===== src/logic/cap_sense_defs.vh =====
// Register map, field layout and codes of the capacitance converter control
// ==========================================================================
// Behaviour
// Mode 000 starts on each busy-bit write.
// Modes 001-100 start on timer overflows.
// Mode 110 converts continuously after busy write.
// Mode 111 auto-scans continuously after busy write.
// Accumulate 1/4/8/16/32/64 samples; 11x reserved.
// 16-bit last result, two read-only bytes, reset zero.
// Scan-first field names first auto-scan channel.
// Scan-first write in auto-scan loads mux.
// Scan-last field names last auto-scan channel.
// Unused bits read zero, writes ignored.
// Busy write starts only in 000/110/111.
// Completion sets done flag; only software clears.
// Auto-scan steps mux, wraps last to first.
// Reserved codes start nothing, keep result.
`ifndef CAP_SENSE_DEFS_VH
`define CAP_SENSE_DEFS_VH

// ==========================================================================
// Register offsets
`define CS_ADDR_SCAN_FIRST   8'h92
`define CS_ADDR_SCAN_LAST    8'h93
`define CS_ADDR_CONFIG       8'h9E
`define CS_ADDR_RESULT_LOW   8'hA9
`define CS_ADDR_RESULT_HIGH  8'hAA

// ==========================================================================
// Field positions
`define CS_TRIG_MSB          6
`define CS_TRIG_LSB          4
`define CS_ACCUM_MSB         2
`define CS_ACCUM_LSB         0
`define CS_CHAN_MSB          5

// ==========================================================================
// Reset values
`define CS_RST_CONFIG        7'h00
`define CS_RST_CHAN          6'h00
`define CS_RST_RESULT        16'h0000

// ==========================================================================
// Trigger-select codes
`define CS_TRIG_SOFT         3'h0
`define CS_TRIG_TMR0         3'h1
`define CS_TRIG_TMR2         3'h2
`define CS_TRIG_TMR1         3'h3
`define CS_TRIG_TMR3         3'h4
`define CS_TRIG_RSVD         3'h5
`define CS_TRIG_CONT         3'h6
`define CS_TRIG_SCAN         3'h7

// ==========================================================================
// Accumulate-select codes and sample counts
`define CS_ACC_1             3'h0
`define CS_ACC_4             3'h1
`define CS_ACC_8             3'h2
`define CS_ACC_16            3'h3
`define CS_ACC_32            3'h4
`define CS_ACC_64            3'h5
`define CS_ACC_MAX_LEGAL     3'h5

`endif


===== src/logic/cap_sense_config_scan_result.v =====
// Trigger, accumulate, result and auto-scan control of the capacitance converter
`timescale 1ns/1ps
`default_nettype none
`include "cap_sense_defs.vh"

module cap_sense_config_scan_result (
	// Clock and reset
	input  wire        sys_clk_in,
	input  wire        sys_rst_in,
	// Special-function register port
	input  wire [7:0]  sfr_addr_in,
	input  wire [7:0]  sfr_wdata_in,
	input  wire        sfr_wr_in,
	output reg  [7:0]  sfr_rdata_out,
	// Control register hooks
	input  wire        busy_write_one_in,
	input  wire        done_flag_clear_in,
	output reg         convert_busy_bit_out,
	output reg         conversion_done_flag_out,
	// Timer overflow pulses
	input  wire        timer0_overflow_in,
	input  wire        timer1_overflow_in,
	input  wire        timer2_overflow_in,
	input  wire        timer3_overflow_in,
	// Channel mux select register
	input  wire        mux_wr_in,
	input  wire [5:0]  mux_wdata_in,
	output reg  [5:0]  channel_mux_select_out,
	// Analog sampling core
	input  wire        sample_valid_in,
	input  wire [15:0] sample_data_in,
	output reg         sample_start_out
);

	// ==================================================================
	// States
	localparam [1:0] ST_IDLE = 2'b00;
	localparam [1:0] ST_REQ  = 2'b01;
	localparam [1:0] ST_WAIT = 2'b10;

	// ==================================================================
	// Registers
	reg  [2:0]  conversion_trigger_select_r;
	reg  [2:0]  sample_accumulate_select_r;
	reg  [5:0]  scan_first_channel_r;
	reg  [5:0]  scan_last_channel_r;
	reg  [15:0] result_r;
	reg  [1:0]  state_r;
	reg  [1:0]  state_nxt;
	reg  [21:0] accum_r;
	reg  [6:0]  sample_cnt_r;
	wire [6:0]  cfg_reset_val = `CS_RST_CONFIG;

	// ==================================================================
	// Decode
	wire wr_config = sfr_wr_in && (sfr_addr_in == `CS_ADDR_CONFIG);
	wire wr_first  = sfr_wr_in && (sfr_addr_in == `CS_ADDR_SCAN_FIRST);
	wire wr_last   = sfr_wr_in && (sfr_addr_in == `CS_ADDR_SCAN_LAST);

	wire [2:0] trig = conversion_trigger_select_r;
	wire [2:0] acu  = sample_accumulate_select_r;

	wire trig_rsvd  = (trig == `CS_TRIG_RSVD);
	wire acu_rsvd   = (acu > `CS_ACC_MAX_LEGAL);
	wire cfg_legal  = !trig_rsvd && !acu_rsvd;
	wire auto_scan  = (trig == `CS_TRIG_SCAN);
	wire continuous = (trig == `CS_TRIG_CONT) || auto_scan;

	// Busy-bit writes only count in these three modes
	wire soft_start = busy_write_one_in && ((trig == `CS_TRIG_SOFT) ||
		continuous);

	reg timer_start;
	always @* begin
		case (trig)
			`CS_TRIG_TMR0: timer_start = timer0_overflow_in;
			`CS_TRIG_TMR2: timer_start = timer2_overflow_in;
			`CS_TRIG_TMR1: timer_start = timer1_overflow_in;
			`CS_TRIG_TMR3: timer_start = timer3_overflow_in;
			default:       timer_start = 1'b0;
		endcase
	end

	// Starts arriving while busy are dropped, not queued
	wire start_req = cfg_legal && (soft_start || timer_start);

	reg [6:0] sample_target;
	always @* begin
		case (acu)
			`CS_ACC_1:  sample_target = 7'h01;
			`CS_ACC_4:  sample_target = 7'h04;
			`CS_ACC_8:  sample_target = 7'h08;
			`CS_ACC_16: sample_target = 7'h10;
			`CS_ACC_32: sample_target = 7'h20;
			`CS_ACC_64: sample_target = 7'h40;
			default:    sample_target = 7'h01;
		endcase
	end

	// ==================================================================
	// Accumulation
	wire [21:0] accum_sum = accum_r + {6'h00, sample_data_in};
	wire        last_sample = sample_valid_in && (state_r == ST_WAIT) &&
		((sample_cnt_r + 7'h01) == sample_target);
	// A reserved code at completion discards the conversion
	wire        complete = last_sample && cfg_legal;
	// Sums beyond 16 bits clip rather than wrap
	wire [15:0] accum_clip = (accum_sum[21:16] != 6'h00) ? 16'hFFFF :
		accum_sum[15:0];

	// ==================================================================
	// Sequencer
	always @* begin
		state_nxt = state_r;
		case (state_r)
			ST_IDLE: begin
				if (start_req)
					state_nxt = ST_REQ;
			end
			ST_REQ: begin
				state_nxt = ST_WAIT;
			end
			ST_WAIT: begin
				if (sample_valid_in) begin
					if (last_sample) begin
						if (complete && continuous)
							state_nxt = ST_REQ;
						else
							state_nxt = ST_IDLE;
					end else if (!cfg_legal) begin
						state_nxt = ST_IDLE;
					end else begin
						state_nxt = ST_REQ;
					end
				end
			end
			default: begin
				state_nxt = ST_IDLE;
			end
		endcase
	end

	always @(posedge sys_clk_in) begin
		if (sys_rst_in) begin
			state_r          <= ST_IDLE;
			accum_r          <= 22'h000000;
			sample_cnt_r     <= 7'h00;
			sample_start_out <= 1'b0;
		end else begin
			state_r          <= state_nxt;
			sample_start_out <= (state_nxt == ST_REQ);
			if (state_r == ST_IDLE) begin
				accum_r      <= 22'h000000;
				sample_cnt_r <= 7'h00;
			end else if (sample_valid_in && state_r == ST_WAIT) begin
				if (last_sample) begin
					accum_r      <= 22'h000000;
					sample_cnt_r <= 7'h00;
				end else begin
					accum_r      <= accum_sum;
					sample_cnt_r <= sample_cnt_r + 7'h01;
				end
			end
		end
	end

	always @(posedge sys_clk_in) begin
		if (sys_rst_in)
			convert_busy_bit_out <= 1'b0;
		else
			convert_busy_bit_out <= (state_nxt != ST_IDLE);
	end

	// ==================================================================
	// Result and done flag
	always @(posedge sys_clk_in) begin
		if (sys_rst_in) begin
			result_r <= `CS_RST_RESULT;
		end else if (complete) begin
			result_r <= accum_clip;
		end
	end

	// Set wins over a software clear in the same cycle
	always @(posedge sys_clk_in) begin
		if (sys_rst_in)
			conversion_done_flag_out <= 1'b0;
		else if (complete)
			conversion_done_flag_out <= 1'b1;
		else if (done_flag_clear_in)
			conversion_done_flag_out <= 1'b0;
	end

	// ==================================================================
	// Configuration and scan range
	always @(posedge sys_clk_in) begin
		if (sys_rst_in) begin
			conversion_trigger_select_r <=
				cfg_reset_val[`CS_TRIG_MSB:`CS_TRIG_LSB];
			sample_accumulate_select_r  <=
				cfg_reset_val[`CS_ACCUM_MSB:`CS_ACCUM_LSB];
			scan_first_channel_r        <= `CS_RST_CHAN;
			scan_last_channel_r         <= `CS_RST_CHAN;
		end else begin
			if (wr_config) begin
				conversion_trigger_select_r <=
					sfr_wdata_in[`CS_TRIG_MSB:`CS_TRIG_LSB];
				sample_accumulate_select_r  <=
					sfr_wdata_in[`CS_ACCUM_MSB:`CS_ACCUM_LSB];
			end
			if (wr_first)
				scan_first_channel_r <= sfr_wdata_in[`CS_CHAN_MSB:0];
			if (wr_last)
				scan_last_channel_r  <= sfr_wdata_in[`CS_CHAN_MSB:0];
		end
	end

	// ==================================================================
	// Mux select
	// Channels past the last one still wrap: a first above last walks
	// through the top of the channel space before returning.
	wire [5:0] mux_step = (channel_mux_select_out == scan_last_channel_r) ?
		scan_first_channel_r : channel_mux_select_out + 6'h01;

	always @(posedge sys_clk_in) begin
		if (sys_rst_in)
			channel_mux_select_out <= `CS_RST_CHAN;
		else if (wr_first && auto_scan)
			channel_mux_select_out <= sfr_wdata_in[`CS_CHAN_MSB:0];
		else if (mux_wr_in)
			channel_mux_select_out <= mux_wdata_in;
		else if (complete && auto_scan)
			channel_mux_select_out <= mux_step;
	end

	// ==================================================================
	// Read path, one cycle behind the address
	always @(posedge sys_clk_in) begin
		if (sys_rst_in) begin
			sfr_rdata_out <= 8'h00;
		end else begin
			case (sfr_addr_in)
				`CS_ADDR_SCAN_FIRST:
					sfr_rdata_out <= {2'b00, scan_first_channel_r};
				`CS_ADDR_SCAN_LAST:
					sfr_rdata_out <= {2'b00, scan_last_channel_r};
				`CS_ADDR_CONFIG:
					sfr_rdata_out <= {1'b0, conversion_trigger_select_r,
						1'b0, sample_accumulate_select_r};
				`CS_ADDR_RESULT_LOW:
					sfr_rdata_out <= result_r[7:0];
				`CS_ADDR_RESULT_HIGH:
					sfr_rdata_out <= result_r[15:8];
				default:
					sfr_rdata_out <= 8'h00;
			endcase
		end
	end

endmodule // cap_sense_config_scan_result
`default_nettype wire


===== config.mk =====
export PLATFORM = sky130hd
export DESIGN_NAME = cap_sense_config_scan_result
export DESIGN_NICKNAME = d
export VERILOG_FILES = /design/src/logic/cap_sense_config_scan_result.v
export VERILOG_INCLUDE_DIRS = /design/src /design/src/logic
export SDC_FILE = /design/constraint.sdc
export NUM_CORES = 1
export LEC_CHECK = 0
export BUFFER_PORTS_ARGS = -buffer_cell sky130_fd_sc_hd__clkbuf_2
export CORE_MARGIN = 2
export CORE_UTILIZATION = 58
export DETAILED_ROUTE_END_ITERATION = 6
export HOLD_SLACK_MARGIN = 0.1
export PLACE_DENSITY = 0.86
export SYNTH_ARGS = -nofsm -noshare
export SYNTH_HDL_FRONTEND = slang
export SYNTH_SLANG_ARGS = --single-unit

===== constraint.sdc =====
create_clock -name sys_clk_in -period 3.7 [get_ports sys_clk_in]
set_clock_uncertainty 0.2 [all_clocks]
set_input_delay 0 -clock sys_clk_in [delete_from_list [all_inputs] [get_ports sys_clk_in]]
set_output_delay 0 -clock sys_clk_in [all_outputs]
set_load 0.05 [all_outputs]

======== Word-level counts from Yosys, hierarchy flattened ========
Index checks and enable logic that the tools add are counted.
storage, ports and cells
  word-level logic and storage cells ...... 81
  register bits after elaboration ......... 82
  input port bits ......................... 49
cells by class
  $lt $le $gt $ge ......................... 1
  muxes and demuxes ....................... 18
  reduce and logical (&&, ||, !) cells .... 24
  equal/unequal tests ..................... 22
  $add $sub $neg .......................... 3
operator list
  kind                                                              count
  8-bit == test (second input constant)                             5
  8-bit one-hot mux with 5 select lines                             1
  7-bit one-hot mux with 5 select lines                             1
  6-bit two-way mux                                                 4
  22-bit by 16-bit adder with 22-bit output                         1
  22-bit two-way mux                                                1
  3-bit == test (second input constant)                             6
  16-bit two-way mux                                                1
  3-bit by 2-bit == test with 1-bit output (second input constant)  4
  1-bit logical AND                                                 12
  7-bit by 1-bit adder with 7-bit output (second input constant)    1
  7-bit == test                                                     1
  7-bit two-way mux                                                 1
  6-bit by 1-bit adder with 6-bit output (second input constant)    1
  3-bit by 1-bit == test with 1-bit output (second input constant)  2
  6-bit == test                                                     1
  2-bit two-way mux                                                 3
  2-bit one-hot mux with 3 select lines                             1
  6-bit nonzero test                                                1
  2-bit by 1-bit == test with 1-bit output (second input constant)  2
  1-bit two-way mux                                                 4
  1-bit one-hot mux with 4 select lines                             1
  2-bit nonzero test                                                2
  3-bit greater-than comparator (second input constant)             1
  other kinds (7)                                                   10

======== Depth between registers and ports, before layout ========
Gate-level depths: netlist (run 1).
  word-level depth ........................ 11
  depth in mapped cells ................... 11
  depth with buffers taken out ............ 10

======== Worst setup path before layout (run 1) ========
No wires, ideal clock.
  kind .................................... flip-flop to flip-flop
  from .................................... register accum_r[0]
  to ...................................... register result_r[6]
  stages on the path, launching flop included .. 11
  data arrival time ....................... 2.771 ns
  path slack .............................. 0.608 ns
  buffers on the path ..................... 1
  period minus slack after synthesis ...... 3.092 ns
  data required time ...................... 3.379 ns
  cell sequence ........................... dfxtp_1 -> ha_1 -> fa_1 -> a211oi_1 -> o211ai_1 -> a22o_1 -> a41o_1 -> mux2i_1 -> a2111oi_4 -> buf_4 -> a21oi_1
between the ends
  word-level cells in the longest chain between the ends .. 3
ends and longest elaborated chain
  element                                      RTL line                            text
  start, declared                              cap_sense_config_scan_result.v:50   reg [21:0] accum_r;
  start signal, assigned                       cap_sense_config_scan_result.v:160  accum_r <= accum_sum;
  22-bit by 16-bit adder with 22-bit output *  cap_sense_config_scan_result.v:102  wire [21:0] accum_sum = accum_r + {6'h00, sample_data_in};
  6-bit nonzero test                           cap_sense_config_scan_result.v:108  wire [15:0] accum_clip = (accum_sum[21:16] != 6'h00) ? 16'hFFFF :
  16-bit two-way mux *                         cap_sense_config_scan_result.v:108
  end signal, assigned                         cap_sense_config_scan_result.v:178  result_r <= `CS_RST_RESULT;
  end signal, assigned                         cap_sense_config_scan_result.v:180  result_r <= accum_clip;
  end, declared                                cap_sense_config_scan_result.v:47   reg [15:0] result_r;
Mark *: on every way between the ends. The rest lies on a longest branch, timed or not.
A chain may end at the register's enable or synchronous reset.

======== Worst setup path after layout (run 1) ========
  from .................................... register sample_cnt_r[1]
  to ...................................... register channel_mux_select_out[5]
between the ends
  word-level cells in the longest chain between the ends .. 6
ends and longest elaborated chain
  element                                 RTL line                            text
  start, declared                         cap_sense_config_scan_result.v:51   reg [6:0] sample_cnt_r;
  start signal, assigned                  cap_sense_config_scan_result.v:161  sample_cnt_r <= sample_cnt_r + 7'h01;
  7-bit by 1-bit adder with 7-bit output  cap_sense_config_scan_result.v:104  ((sample_cnt_r + 7'h01) == sample_target);
  7-bit == test                           cap_sense_config_scan_result.v:104
  1-bit logical AND                       cap_sense_config_scan_result.v:103  wire last_sample = sample_valid_in && (state_r == ST_WAIT) &&
  1-bit logical AND                       cap_sense_config_scan_result.v:106  wire complete = last_sample && cfg_legal;
  1-bit logical AND                       cap_sense_config_scan_result.v:232  else if (complete && auto_scan)
  3-bit nonzero test (no line)            n/a
  end signal, assigned                    cap_sense_config_scan_result.v:229  channel_mux_select_out <= sfr_wdata_in[`CS_CHAN_MSB:0];
  end signal, assigned                    cap_sense_config_scan_result.v:231  channel_mux_select_out <= mux_wdata_in;
  end signal, assigned                    cap_sense_config_scan_result.v:233  channel_mux_select_out <= mux_step;
  end, declared                           cap_sense_config_scan_result.v:28   output reg [5:0] channel_mux_select_out,
No other way between the ends.

==> results of run 1 <==
layout by cell type (no fill, tap or decap), types with 3 or more instances in the layout:
cell | synthesis | final
sky130_fd_sc_hd__a222oi_1 | 6 | 6
sky130_fd_sc_hd__a211oi_1 | 4 | 4
sky130_fd_sc_hd__nand3b_1 | 4 | 4
sky130_fd_sc_hd__a22oi_1 | 10 | 10
sky130_fd_sc_hd__clkbuf_2 | 0 | 64
sky130_fd_sc_hd__xnor2_1 | 17 | 17
sky130_fd_sc_hd__nand4_1 | 6 | 6
sky130_fd_sc_hd__ha_1 | 18 | 17
sky130_fd_sc_hd__nor2_1 | 37 | 37
sky130_fd_sc_hd__nand2_1 | 59 | 59
sky130_fd_sc_hd__a21oi_1 | 79 | 79
sky130_fd_sc_hd__xor2_1 | 17 | 17
sky130_fd_sc_hd__a31oi_1 | 5 | 5
sky130_fd_sc_hd__o31a_1 | 3 | 3
sky130_fd_sc_hd__a21o_1 | 6 | 6
sky130_fd_sc_hd__buf_4 | 1 | 4
sky130_fd_sc_hd__nor2b_1 | 7 | 7
sky130_fd_sc_hd__nor3_1 | 18 | 18
sky130_fd_sc_hd__dfxtp_1 | 82 | 81
sky130_fd_sc_hd__or3_1 | 5 | 5
sky130_fd_sc_hd__dlygate4sd3_1 | 0 | 37
sky130_fd_sc_hd__o211ai_1 | 6 | 6
sky130_fd_sc_hd__o21bai_1 | 19 | 18
sky130_fd_sc_hd__mux2i_1 | 9 | 9
sky130_fd_sc_hd__o21a_1 | 4 | 4
sky130_fd_sc_hd__o21ai_0 | 34 | 34
sky130_fd_sc_hd__nand3_1 | 27 | 27
sky130_fd_sc_hd__a2bb2oi_1 | 3 | 3
sky130_fd_sc_hd__inv_1 | 10 | 10
sky130_fd_sc_hd__clkbuf_8 | 0 | 10
sky130_fd_sc_hd__and3_1 | 7 | 7
per-stage QoR:
stage / std cells / utilization, %
after floorplan: 577 / -
after global placement: 713 / 64.6
after detailed placement: 713 / 64.6
after CTS: 765 / 71.5
after global routing: 765 / 71.7
final: 765 / 71.7
cell usage after synthesis (3+ instances only):
library cell and number:
sky130_fd_sc_hd__dfxtp_1 82, sky130_fd_sc_hd__a21oi_1 79, sky130_fd_sc_hd__nand2_1 59, sky130_fd_sc_hd__nor2_1 37, sky130_fd_sc_hd__o21ai_0 34, sky130_fd_sc_hd__clkbuf_1 29, sky130_fd_sc_hd__nand3_1 27, sky130_fd_sc_hd__o21bai_1 19
sky130_fd_sc_hd__ha_1 18, sky130_fd_sc_hd__nor3_1 18, sky130_fd_sc_hd__xnor2_1 17, sky130_fd_sc_hd__xor2_1 17, sky130_fd_sc_hd__a22oi_1 10, sky130_fd_sc_hd__inv_1 10, sky130_fd_sc_hd__mux2i_1 9, sky130_fd_sc_hd__and3_1 7
sky130_fd_sc_hd__nor2b_1 7, sky130_fd_sc_hd__a21o_1 6, sky130_fd_sc_hd__a222oi_1 6, sky130_fd_sc_hd__nand4_1 6, sky130_fd_sc_hd__o211ai_1 6, sky130_fd_sc_hd__a31oi_1 5, sky130_fd_sc_hd__or3_1 5, sky130_fd_sc_hd__a211oi_1 4
sky130_fd_sc_hd__nand3b_1 4, sky130_fd_sc_hd__o21a_1 4, sky130_fd_sc_hd__a2bb2oi_1 3, sky130_fd_sc_hd__o31a_1 3
tightest hold or removal path: stages:
cell and delay, ns:
sky130_fd_sc_hd__clkbuf_2 0.09, sky130_fd_sc_hd__ha_1 0.18, sky130_fd_sc_hd__nor2_1 0.07, sky130_fd_sc_hd__xor2_1 0.16, sky130_fd_sc_hd__a21oi_1 0.14
cell type report:
type,instances,area share [%]
clock inverter,3,0.450
inverter,10,0.674
sequential,82,29.5
timing repair buffer,105,12.9
multi-input combinational,451,51.5
clock buffer,12,2.61
tap,102,2.29
logic make-up after synthesis:
group,count (synthesis)
multiplexers,10
XOR/XNOR,34
AO/OA/AOI/OAI,196
adder cells (fa/ha/maj),19
buffers and inverters,44
AND/OR/NAND/NOR,192
flip-flops,82
worst max path at each step:
stage / start / endpoint / slack (ns)
after floorplan: accum_r[0] / result_r[6] / 0.61
after global placement: accum_r[0] / result_r[14] / 0.51
after detailed placement: accum_r[0] / result_r[14] / 0.44
after CTS: sample_cnt_r[0] / channel_mux_select_out[3] / 0.17
after global routing: sample_cnt_r[1] / channel_mux_select_out[3] / 0.03
final: sample_cnt_r[1] / channel_mux_select_out[5] / 0.19
power groups by stage:
stage / Sequential, uW / Clock [uW] / Combinational (uW)
after floorplan: 957 / 0 / 125
after global placement: 935 / 0 / 210
after detailed placement: 937 / 0 / 215
after CTS: 916 / 591 / 246
after global routing: 919 / 625 / 277
final: 917 / 587 / 254
metal layers:
layer | part of all wire (%) | GRT usage (%)
met2 | 49 | 50.5
met1 | 41 | 34.6
met3 | 7.8 | 5.70
met5 | 0 | 0
met4 | 2.8 | 13.8
repair_timing:
action / in CTS / in global routing
hold buffers: 37 / 0
gates resized for setup: 0 / 3
setup endpoints to repair: 0 / 5
hold endpoints to repair: 48 / 0
setup buffers: 0 / 0
flip-flops by register name, indices dropped and copies added (netlist names):
signal / flops
accum_r: 22
result_r: 16
sfr_rdata_out: 8
sample_cnt_r: 7
channel_mux_select_out: 6
scan_first_channel_r: 6
scan_last_channel_r: 6
acu: 3
conversion_trigger_select_r: 3
state_r: 2
conversion_done_flag_out: 1
convert_busy_bit_out: 1
sample_start_out: 1
==> results by stage, run 1 <==
Logic synthesis:
- The post-synthesis simple-gate area fraction is between 20 and 25%.
- The share of the yosys chip area belonging to registers is between 30% and 40%.
- The portion of synthesized area spent on multiplexers is under 10%.
- The post-synthesis instance area is 4680 sq um.
- The portion of synthesized cell area occupied by the leading cell type is 35.1%.
- The count of mapped cells out of synthesis is between 500 and 600.
- By area, the combinational part of the netlist is dominated by compound AO/OA/AOI/OAI gates.
- The average cell area after synthesis is 8.11 sq um.
- The Yosys step of the flow raised 0 warnings.
- The fraction of synthesized cell area in xor and xnor cells is under 10%.
- The distinct cell type count of the synthesized netlist is just over 60.
- The post-synthesis register bit count is 82.
- The largest total area in the synthesized netlist belongs to sky130_fd_sc_hd__dfxtp_1.
- The count of flip-flops with a built-in enable after synthesis is 0.
- After synthesis, the cell types taking the most area are sky130_fd_sc_hd__dfxtp_1 35%, sky130_fd_sc_hd__a21oi_1 8.4%, sky130_fd_sc_hd__ha_1 4.8%, sky130_fd_sc_hd__nand2_1 4.7%, sky130_fd_sc_hd__o21ai_0 3.6%.
- The top flip-flop cell by instance count after synthesis is sky130_fd_sc_hd__dfxtp_1.
- The number of nets handed over by synthesis was about 650.
- The synthesized netlist devotes under 10% of its cell area to adder and majority cells.
- The synthesized netlist devotes about a quarter of its cell area to compound gates.
- After synthesis, the share of flip-flops with an asynchronous set or reset is 0%.

Setup path:
- In this run the number of cells on the critical path is 10.
- At the worst endpoint, the arrival time is 3.56 ns.
- The kind of launch point of the worst setup path is a register.
- The number of buffer and inverter instances along the worst setup path is 1.
- The startpoint identified for the worst register-to-register timing path is sample_cnt_r[1].
- The cell with the biggest individual delay on the critical path is sky130_fd_sc_hd__dlygate4sd3_1.
- The critical path's top delay family is simple AND/OR/NAND/NOR gates.
- The register-to-register setup slack is 0.19 ns.
- The cell with the most instances on the worst path is sky130_fd_sc_hd__and3_1.
- The critical-path maximum fanout is 6.
- On the worst path, the slowest cell contributes a delay of 0.58 ns.
- STA classifies the critical path endpoint as a register.
- In this run the critical register-to-register path is captured at channel_mux_select_out[5].
- The number of cells on the worst reg-to-reg path is 10.
- Walking the worst path, the cells encountered are ha_2 > nand3_2 > or3_4 > and3_1 > o311a_1 > and3_1 > a21oi_4 > mux2i_1 > o21ai_0 > dlygate4sd3_1.
- The setup path with the least slack is of type reg -> reg.
- At the worst endpoint, the required time is 3.75 ns.

Min path:
- The class of the worst hold path is in -> reg.
- The cell depth of the worst hold path is 5.
- The startpoint of the worst hold path is sample_data_in[11].
- The end of the worst hold path is result_r[12].

Die:
- The number of top-level design ports is 66.
- The core area is between 7000 and 8000 sq um.
- The effective utilization at floorplan is about three fifths.
- The die is about 94 um tall.
- The area enclosed by the die boundary is 8810 sq um.
- The initialized floorplan defines 32 standard-cell rows.
- Measured along the x axis, the die boundary spans 93.8 um.

Timing:
- The worst max-slew margin expressed relative to the limit is around a fifth.
- The setup TNS after final layout is 0 ns.
- The final number of max-transition violations is 0.
- The transition time at the pin with the least slew margin is about 1.2 ns.
- The count of endpoints failing hold in the final timing report is 0.
- The worst slack on hold paths is 0.124 ns.
- The post-route minimum period is between 3 and 4 ns.
- Setup violations remaining at the end of the flow were counted as 0.
- The least setup slack across all paths after layout is about 0.2 ns.
- Setup repair after global routing left no endpoint under its margin.
- The highest achievable clock rate is around 290 MHz.
- Dividing the final minimum period by the clock period gives 94.7%.

Finish:
- The fraction of layout instances using a drive strength above 1 is between 10% and 20%.
- The fill cell instance count of the final layout is 610.
- After routing the design area is approximately 5600 sq um.
- The final layout net count is between 700 and 800.
- The relative area change from synthesis to final layout is 18.9%.
- The area of the multi-input gates is between 2000 and 3000 sq um.
- In the final layout, flip-flops and latches occupy around 1600 sq um.
- The number of antenna cells inserted is 0.

Global route:
- Entering global routing, the biggest net connects 42 pins.
- For this run, the total global-route usage over all layers was measured as approximately 29%.
- For this run the aggregate overflow at the end of global routing stands at 0.
- The number of global-route vias before repair came to ~4.5k.
- The initial antenna violation count was 0.
- The first global-routing pass estimated ~21 mm of wire.

Placement:
- The congestion estimate from routability-driven global placement came to 0.928.
- The number of buffer cells added on primary ports is between 60 and 70.
- At the placement stage, the worst setup path has a slack of about 0.44 ns.
- Summed over all nets, the half-perimeter wirelength after detailed placement is approximately 8.5 mm.
- Summing all placed instances gives a cell area of about 5000 sq um.

Clocking:
- The clock root buffer is sky130_fd_sc_hd__clkbuf_8.
- The H-tree was split into 3 levels.
- Clock tree synthesis found a total of a little over 80 sinks.
- The clock edge transition at the registers on the reported setup and hold paths is 0.09 ns.
- The TritonCTS clock tree is yes.
- The CTS buffer count is 9.
- The latest clock arrival within the worst-skew pair is 0.35 ns.
- In this run the deepest clock path goes through 2 buffers.

Power and ir drop:
- Combinational logic is responsible for roughly 14% of the overall power.
- IR analysis of the VDD net gives a maximum drop of about 0.29 mV.
- The net switching power is 493 uW.
- In this run switching power makes up 28.0% of total power.
- Power spread over the standard cell area amounts to about 320 nW/um^2.
- The relative contribution of the clock network to total power is 33.4%.
- Cell internal power was estimated by the tool at between 1000 and 1500 uW.
- Summed over all cells, the static leakage comes to ~0.0022 uW.
- Sequential cells account for a little over half of the total power.
- Summing internal, switching and leakage power gives 1760 uW.

Drt:
- Summed over all layers, the routed wires come to 12.5 mm.
- The detail route stage leaves a number of antenna-violating nets equal to 0.
- In this run, the number of DRC markers left after iteration 0 of detailed routing was 361.
- The first detailed-routing pass took 5 iterations.
- The post-detailed-route wirelength per cell is between 15 and 20 um.
- The number of remaining DRC errors is 0.
- The number of vias in the routed layout is about 4.8k.
- Dividing the detail-routed via count by the number of cells gives about 6.2.

Flow run:
- Across the run, the number of max-cap violations was 0.

Outcome:
- The run finished with clean final reports.
(Power assumes the default switching activity.)
==> run 2: changes to the inputs <==
- MAX_ROUTING_LAYER: default -> met4
==> run 2 against run 1 <==
- first-iteration DRC count fell by 8.3%
- via count grew 0.36%
- routed wire length up 3.9%
- cell area up 2.2%
- maximum frequency fell by 1.8%
- register-to-register slack got worse by 0.06 ns
- die area is the same
- critical endpoint is now channel_mux_select_out[3]
- largest cell class unchanged
- largest power group unchanged
- highest routed layer unchanged
==> results by stage, run 2 (synthesized netlist as in run 1, its figures left out) <==
Global route:
- The all-layer global routing usage is 30.1% (was 29.2%).
- The number of global-route vias before repair was 4470 (was 4536).
- The total global routing overflow is 0 (unchanged).
- The pin count of the biggest net entering global routing is 42 (unchanged).
- The first-pass GRT wire length came to 20.6 mm (about the same).
- The initial antenna violation count is 0 (unchanged).

Drt:
- The length of the first detailed-routing pass in iterations was 6 (was 5).
- The number of vias per cell after detailed routing is 6.21 (was 6.25).
- The antenna violation net count after detailed routing came to 0 (unchanged).
- The post-detailed-route wirelength per cell is 16.8 um (was 16.3 um).
- The number of vias in the routed layout is 4795 (was 4778).
- The number of DRC violations after detailed-routing iteration 0 is 331 (was 361).
- The total length of routed wires is 13.0 mm (was 12.5 mm).
- The number of remaining DRC errors is 0 (unchanged).

Flow run:
- The max capacitance violation total is 0 (unchanged).

Die:
- The die extent in y was 93.8 um (unchanged).
- The width of the chip is 93.8 um (unchanged).
- The number of placement rows is 32 (unchanged).
- The area enclosed by the die boundary was 8810 sq um (unchanged).
- The effective utilization at floorplan came to 60.3% (unchanged).
- The number of top-level design ports is 66 (unchanged).
- The core area is 7770 sq um (unchanged).

Finish:
- The flip-flop count of the largest register, all copies and words added was 22 (unchanged).
- Most frequent cells in the layout: 81 x sky130_fd_sc_hd__dfxtp_1, 79 x sky130_fd_sc_hd__a21oi_1, 64 x sky130_fd_sc_hd__clkbuf_2 (unchanged).
- The largest register by flop count is accum_r (unchanged).
- Registers with the highest flip-flop counts: accum_r (22), result_r (16), sfr_rdata_out (8) (unchanged).
- The relative area change from synthesis to final layout came to 21.6% (was 18.9%).
- The most frequent standard cell in the layout excluding fill and tap cells is sky130_fd_sc_hd__dfxtp_1 (unchanged).
- The fraction of layout instances using a drive strength above 1 was 14.6% (was 14.2%).
- The final layout net count was 733 (was 727).
- The number of antenna cells inserted was 0 (unchanged).
- The fill cell instance count of the final layout is 567 (was 610).

Clocking:
- The deepest clock path buffer count is 2 (unchanged).
- The CTS buffer count is 9 (unchanged).
- The latest clock arrival within the worst-skew pair is 0.37 ns (was 0.35 ns).
- The TritonCTS clock tree was yes (unchanged).
- The sink count of the clock tree is 82 (unchanged).
- The clock edge transition at the registers on the reported setup and hold paths is 0.09 ns (about the same).
- The clock root buffer is sky130_fd_sc_hd__clkbuf_8 (unchanged).
- The deepest level of the CTS H-tree is 3 (unchanged).

Setup path:
- The cell with the most instances on the worst path is sky130_fd_sc_hd__and3_1 (unchanged).
- The critical path's top delay family is simple AND/OR/NAND/NOR gates (unchanged).
- The number of buffer and inverter instances along the worst setup path is 2 (was 1).
- Crit path cell chain: ha_2 > nand3_2 > or3_4 > and3_1 > o311a_1 > and3_1 > a21oi_4 > buf_4 > mux2i_1 > o21ai_1 > dlygate4sd3_1 (was ha_2 > nand3_2 > or3_4 > and3_1 > o311a_1 > and3_1 > a21oi_4 > mux2i_1 > o21ai_0 > dlygate4sd3_1).
- The delay of the slowest critical-path stage is 0.56 ns (was 0.58 ns).
- The required time of the critical path is 3.77 ns (was 3.75 ns).
- The endpoint type of the worst setup path is a register (unchanged).
- The type of the setup path with the least slack is reg -> reg (unchanged).
- The endpoint arrival time on the critical path came to 3.63 ns (was 3.56 ns).
- The kind of launch point of the worst setup path is a register (unchanged).
- The critical-path maximum fanout came to 6 (unchanged).
- The cell with the biggest individual delay on the critical path was sky130_fd_sc_hd__dlygate4sd3_1 (unchanged).

Power and ir drop:
- The worst IR drop on VDD came to 0.320 mV (was 0.285 mV).
- The leakage power was 0.00223 uW (was 0.00217 uW).
- The cell area power density came to 347 nW/um^2 (was 316 nW/um^2).

Timing:
- The highest achievable clock rate is 280 MHz (was 285 MHz).
- The final number of max-transition violations was 0 (unchanged).
- The least setup slack across all paths after layout is 0.131 ns (was 0.195 ns).
- The final clock period utilization by the worst path was 96.4% (was 94.7%).
- The worst max-slew margin expressed relative to the limit was 19.0% (was 19.7%).
- The post-route minimum period was 3.57 ns (was 3.51 ns).
- The count of endpoints failing hold in the final timing report is 0 (unchanged).
- RSZ-0062 raised after global routing: false (unchanged).
- The setup TNS after final layout is 0 ns (unchanged).
- The transition time at the pin with the least slew margin was 1.21 ns (was 1.20 ns).
- The number of setup violations in the final report is 0 (unchanged).

Placement:
- The placement-stage worst setup slack came to 0.400 ns (was 0.436 ns).
- The placer congestion estimate is 0.942 (was 0.928).
- The number of buffer cells added on primary ports is 64 (unchanged).
- The detailed placement HPWL is 8.67 mm (was 8.51 mm).

Outcome:
- Status: finished, final reports clean (unchanged).

Min path:
- The class of the worst hold path is in -> reg (unchanged).
## run 2: metal layers
metal / global-route usage [%] / share of wire (%) / vias up
met5: - / 0 / -
met1: 35.6 / 41 / 2229
met2: 51.0 / 49 / 231
met4: 12.6 / 2.8 / 0
met3: 4.98 / 7.1 / 43
li1: - / - / 2292
## run 2: path summary, 6_finish.rpt
check | start | to | slack (ns) | depth (start not counted)
max | sample_cnt_r[1] | channel_mux_select_out[3] | 0.13 | 11
min | sample_data_in[11] | result_r[12] | 0.11 | 5
max reg2reg | sample_cnt_r[1] | channel_mux_select_out[3] | 0.13 | 11
min reg2reg | accum_r[10] | accum_r[10] | 0.27 | 2
## run 2: report_power, final
part / total [uW] / internal [uW] / switching [uW]
clock network: 796 / 451 / 345
registers: 917 / 899 / 18.1
logic: 264 / 111 / 153
total: 1980 / 1460 / 516
## run 2: repair_timing
item	CTS	global route
hold endpoints to repair	48	0
buffers inserted	0	2
hold buffers	41	0
resized for setup	0	3
endpoints found under the setup margin	0	4
## run 2: worst register-to-register path: stages, from the launching register on
cell and delay, ns:
sky130_fd_sc_hd__dfxtp_1 0.39, sky130_fd_sc_hd__ha_2 0.25, sky130_fd_sc_hd__nand3_2 0.16, sky130_fd_sc_hd__or3_4 0.43, sky130_fd_sc_hd__and3_1 0.17, sky130_fd_sc_hd__o311a_1 0.35, sky130_fd_sc_hd__and3_1 0.25, sky130_fd_sc_hd__a21oi_4 0.22
sky130_fd_sc_hd__buf_4 0.17, sky130_fd_sc_hd__mux2i_1 0.23, sky130_fd_sc_hd__o21ai_1 0.07, sky130_fd_sc_hd__dlygate4sd3_1 0.56
## run 2: metrics by stage
stage | hold WS, ns | instances | util, % | total power, uW | cell area (sq um)
CTS | 0.108 | 770 | 73.0 | 1960 | 5670
global route | 0.148 | 772 | 73.3 | 2040 | 5690
global placement | 0.0561 | 713 | 64.6 | 1150 | 5020
detailed placement | 0.0602 | 713 | 64.6 | 1150 | 5020
floorplan | -0.0915 | 577 | - | 1080 | 4680
finish | 0.107 | 772 | 73.3 | 1980 | 5690
## run 2: area by class of cell
class                   instances  area, sq um  share of cell area, %
clock buffers                  10          128                   2.24
clock inverters                 6          115                   2.02
inverters                      10         37.5                  0.659
multi-input cells             451         2870                   50.3
flip-flops and latches         82         1640                   28.9
well taps                     102          128                   2.24
repair buffers                111          776                   13.6
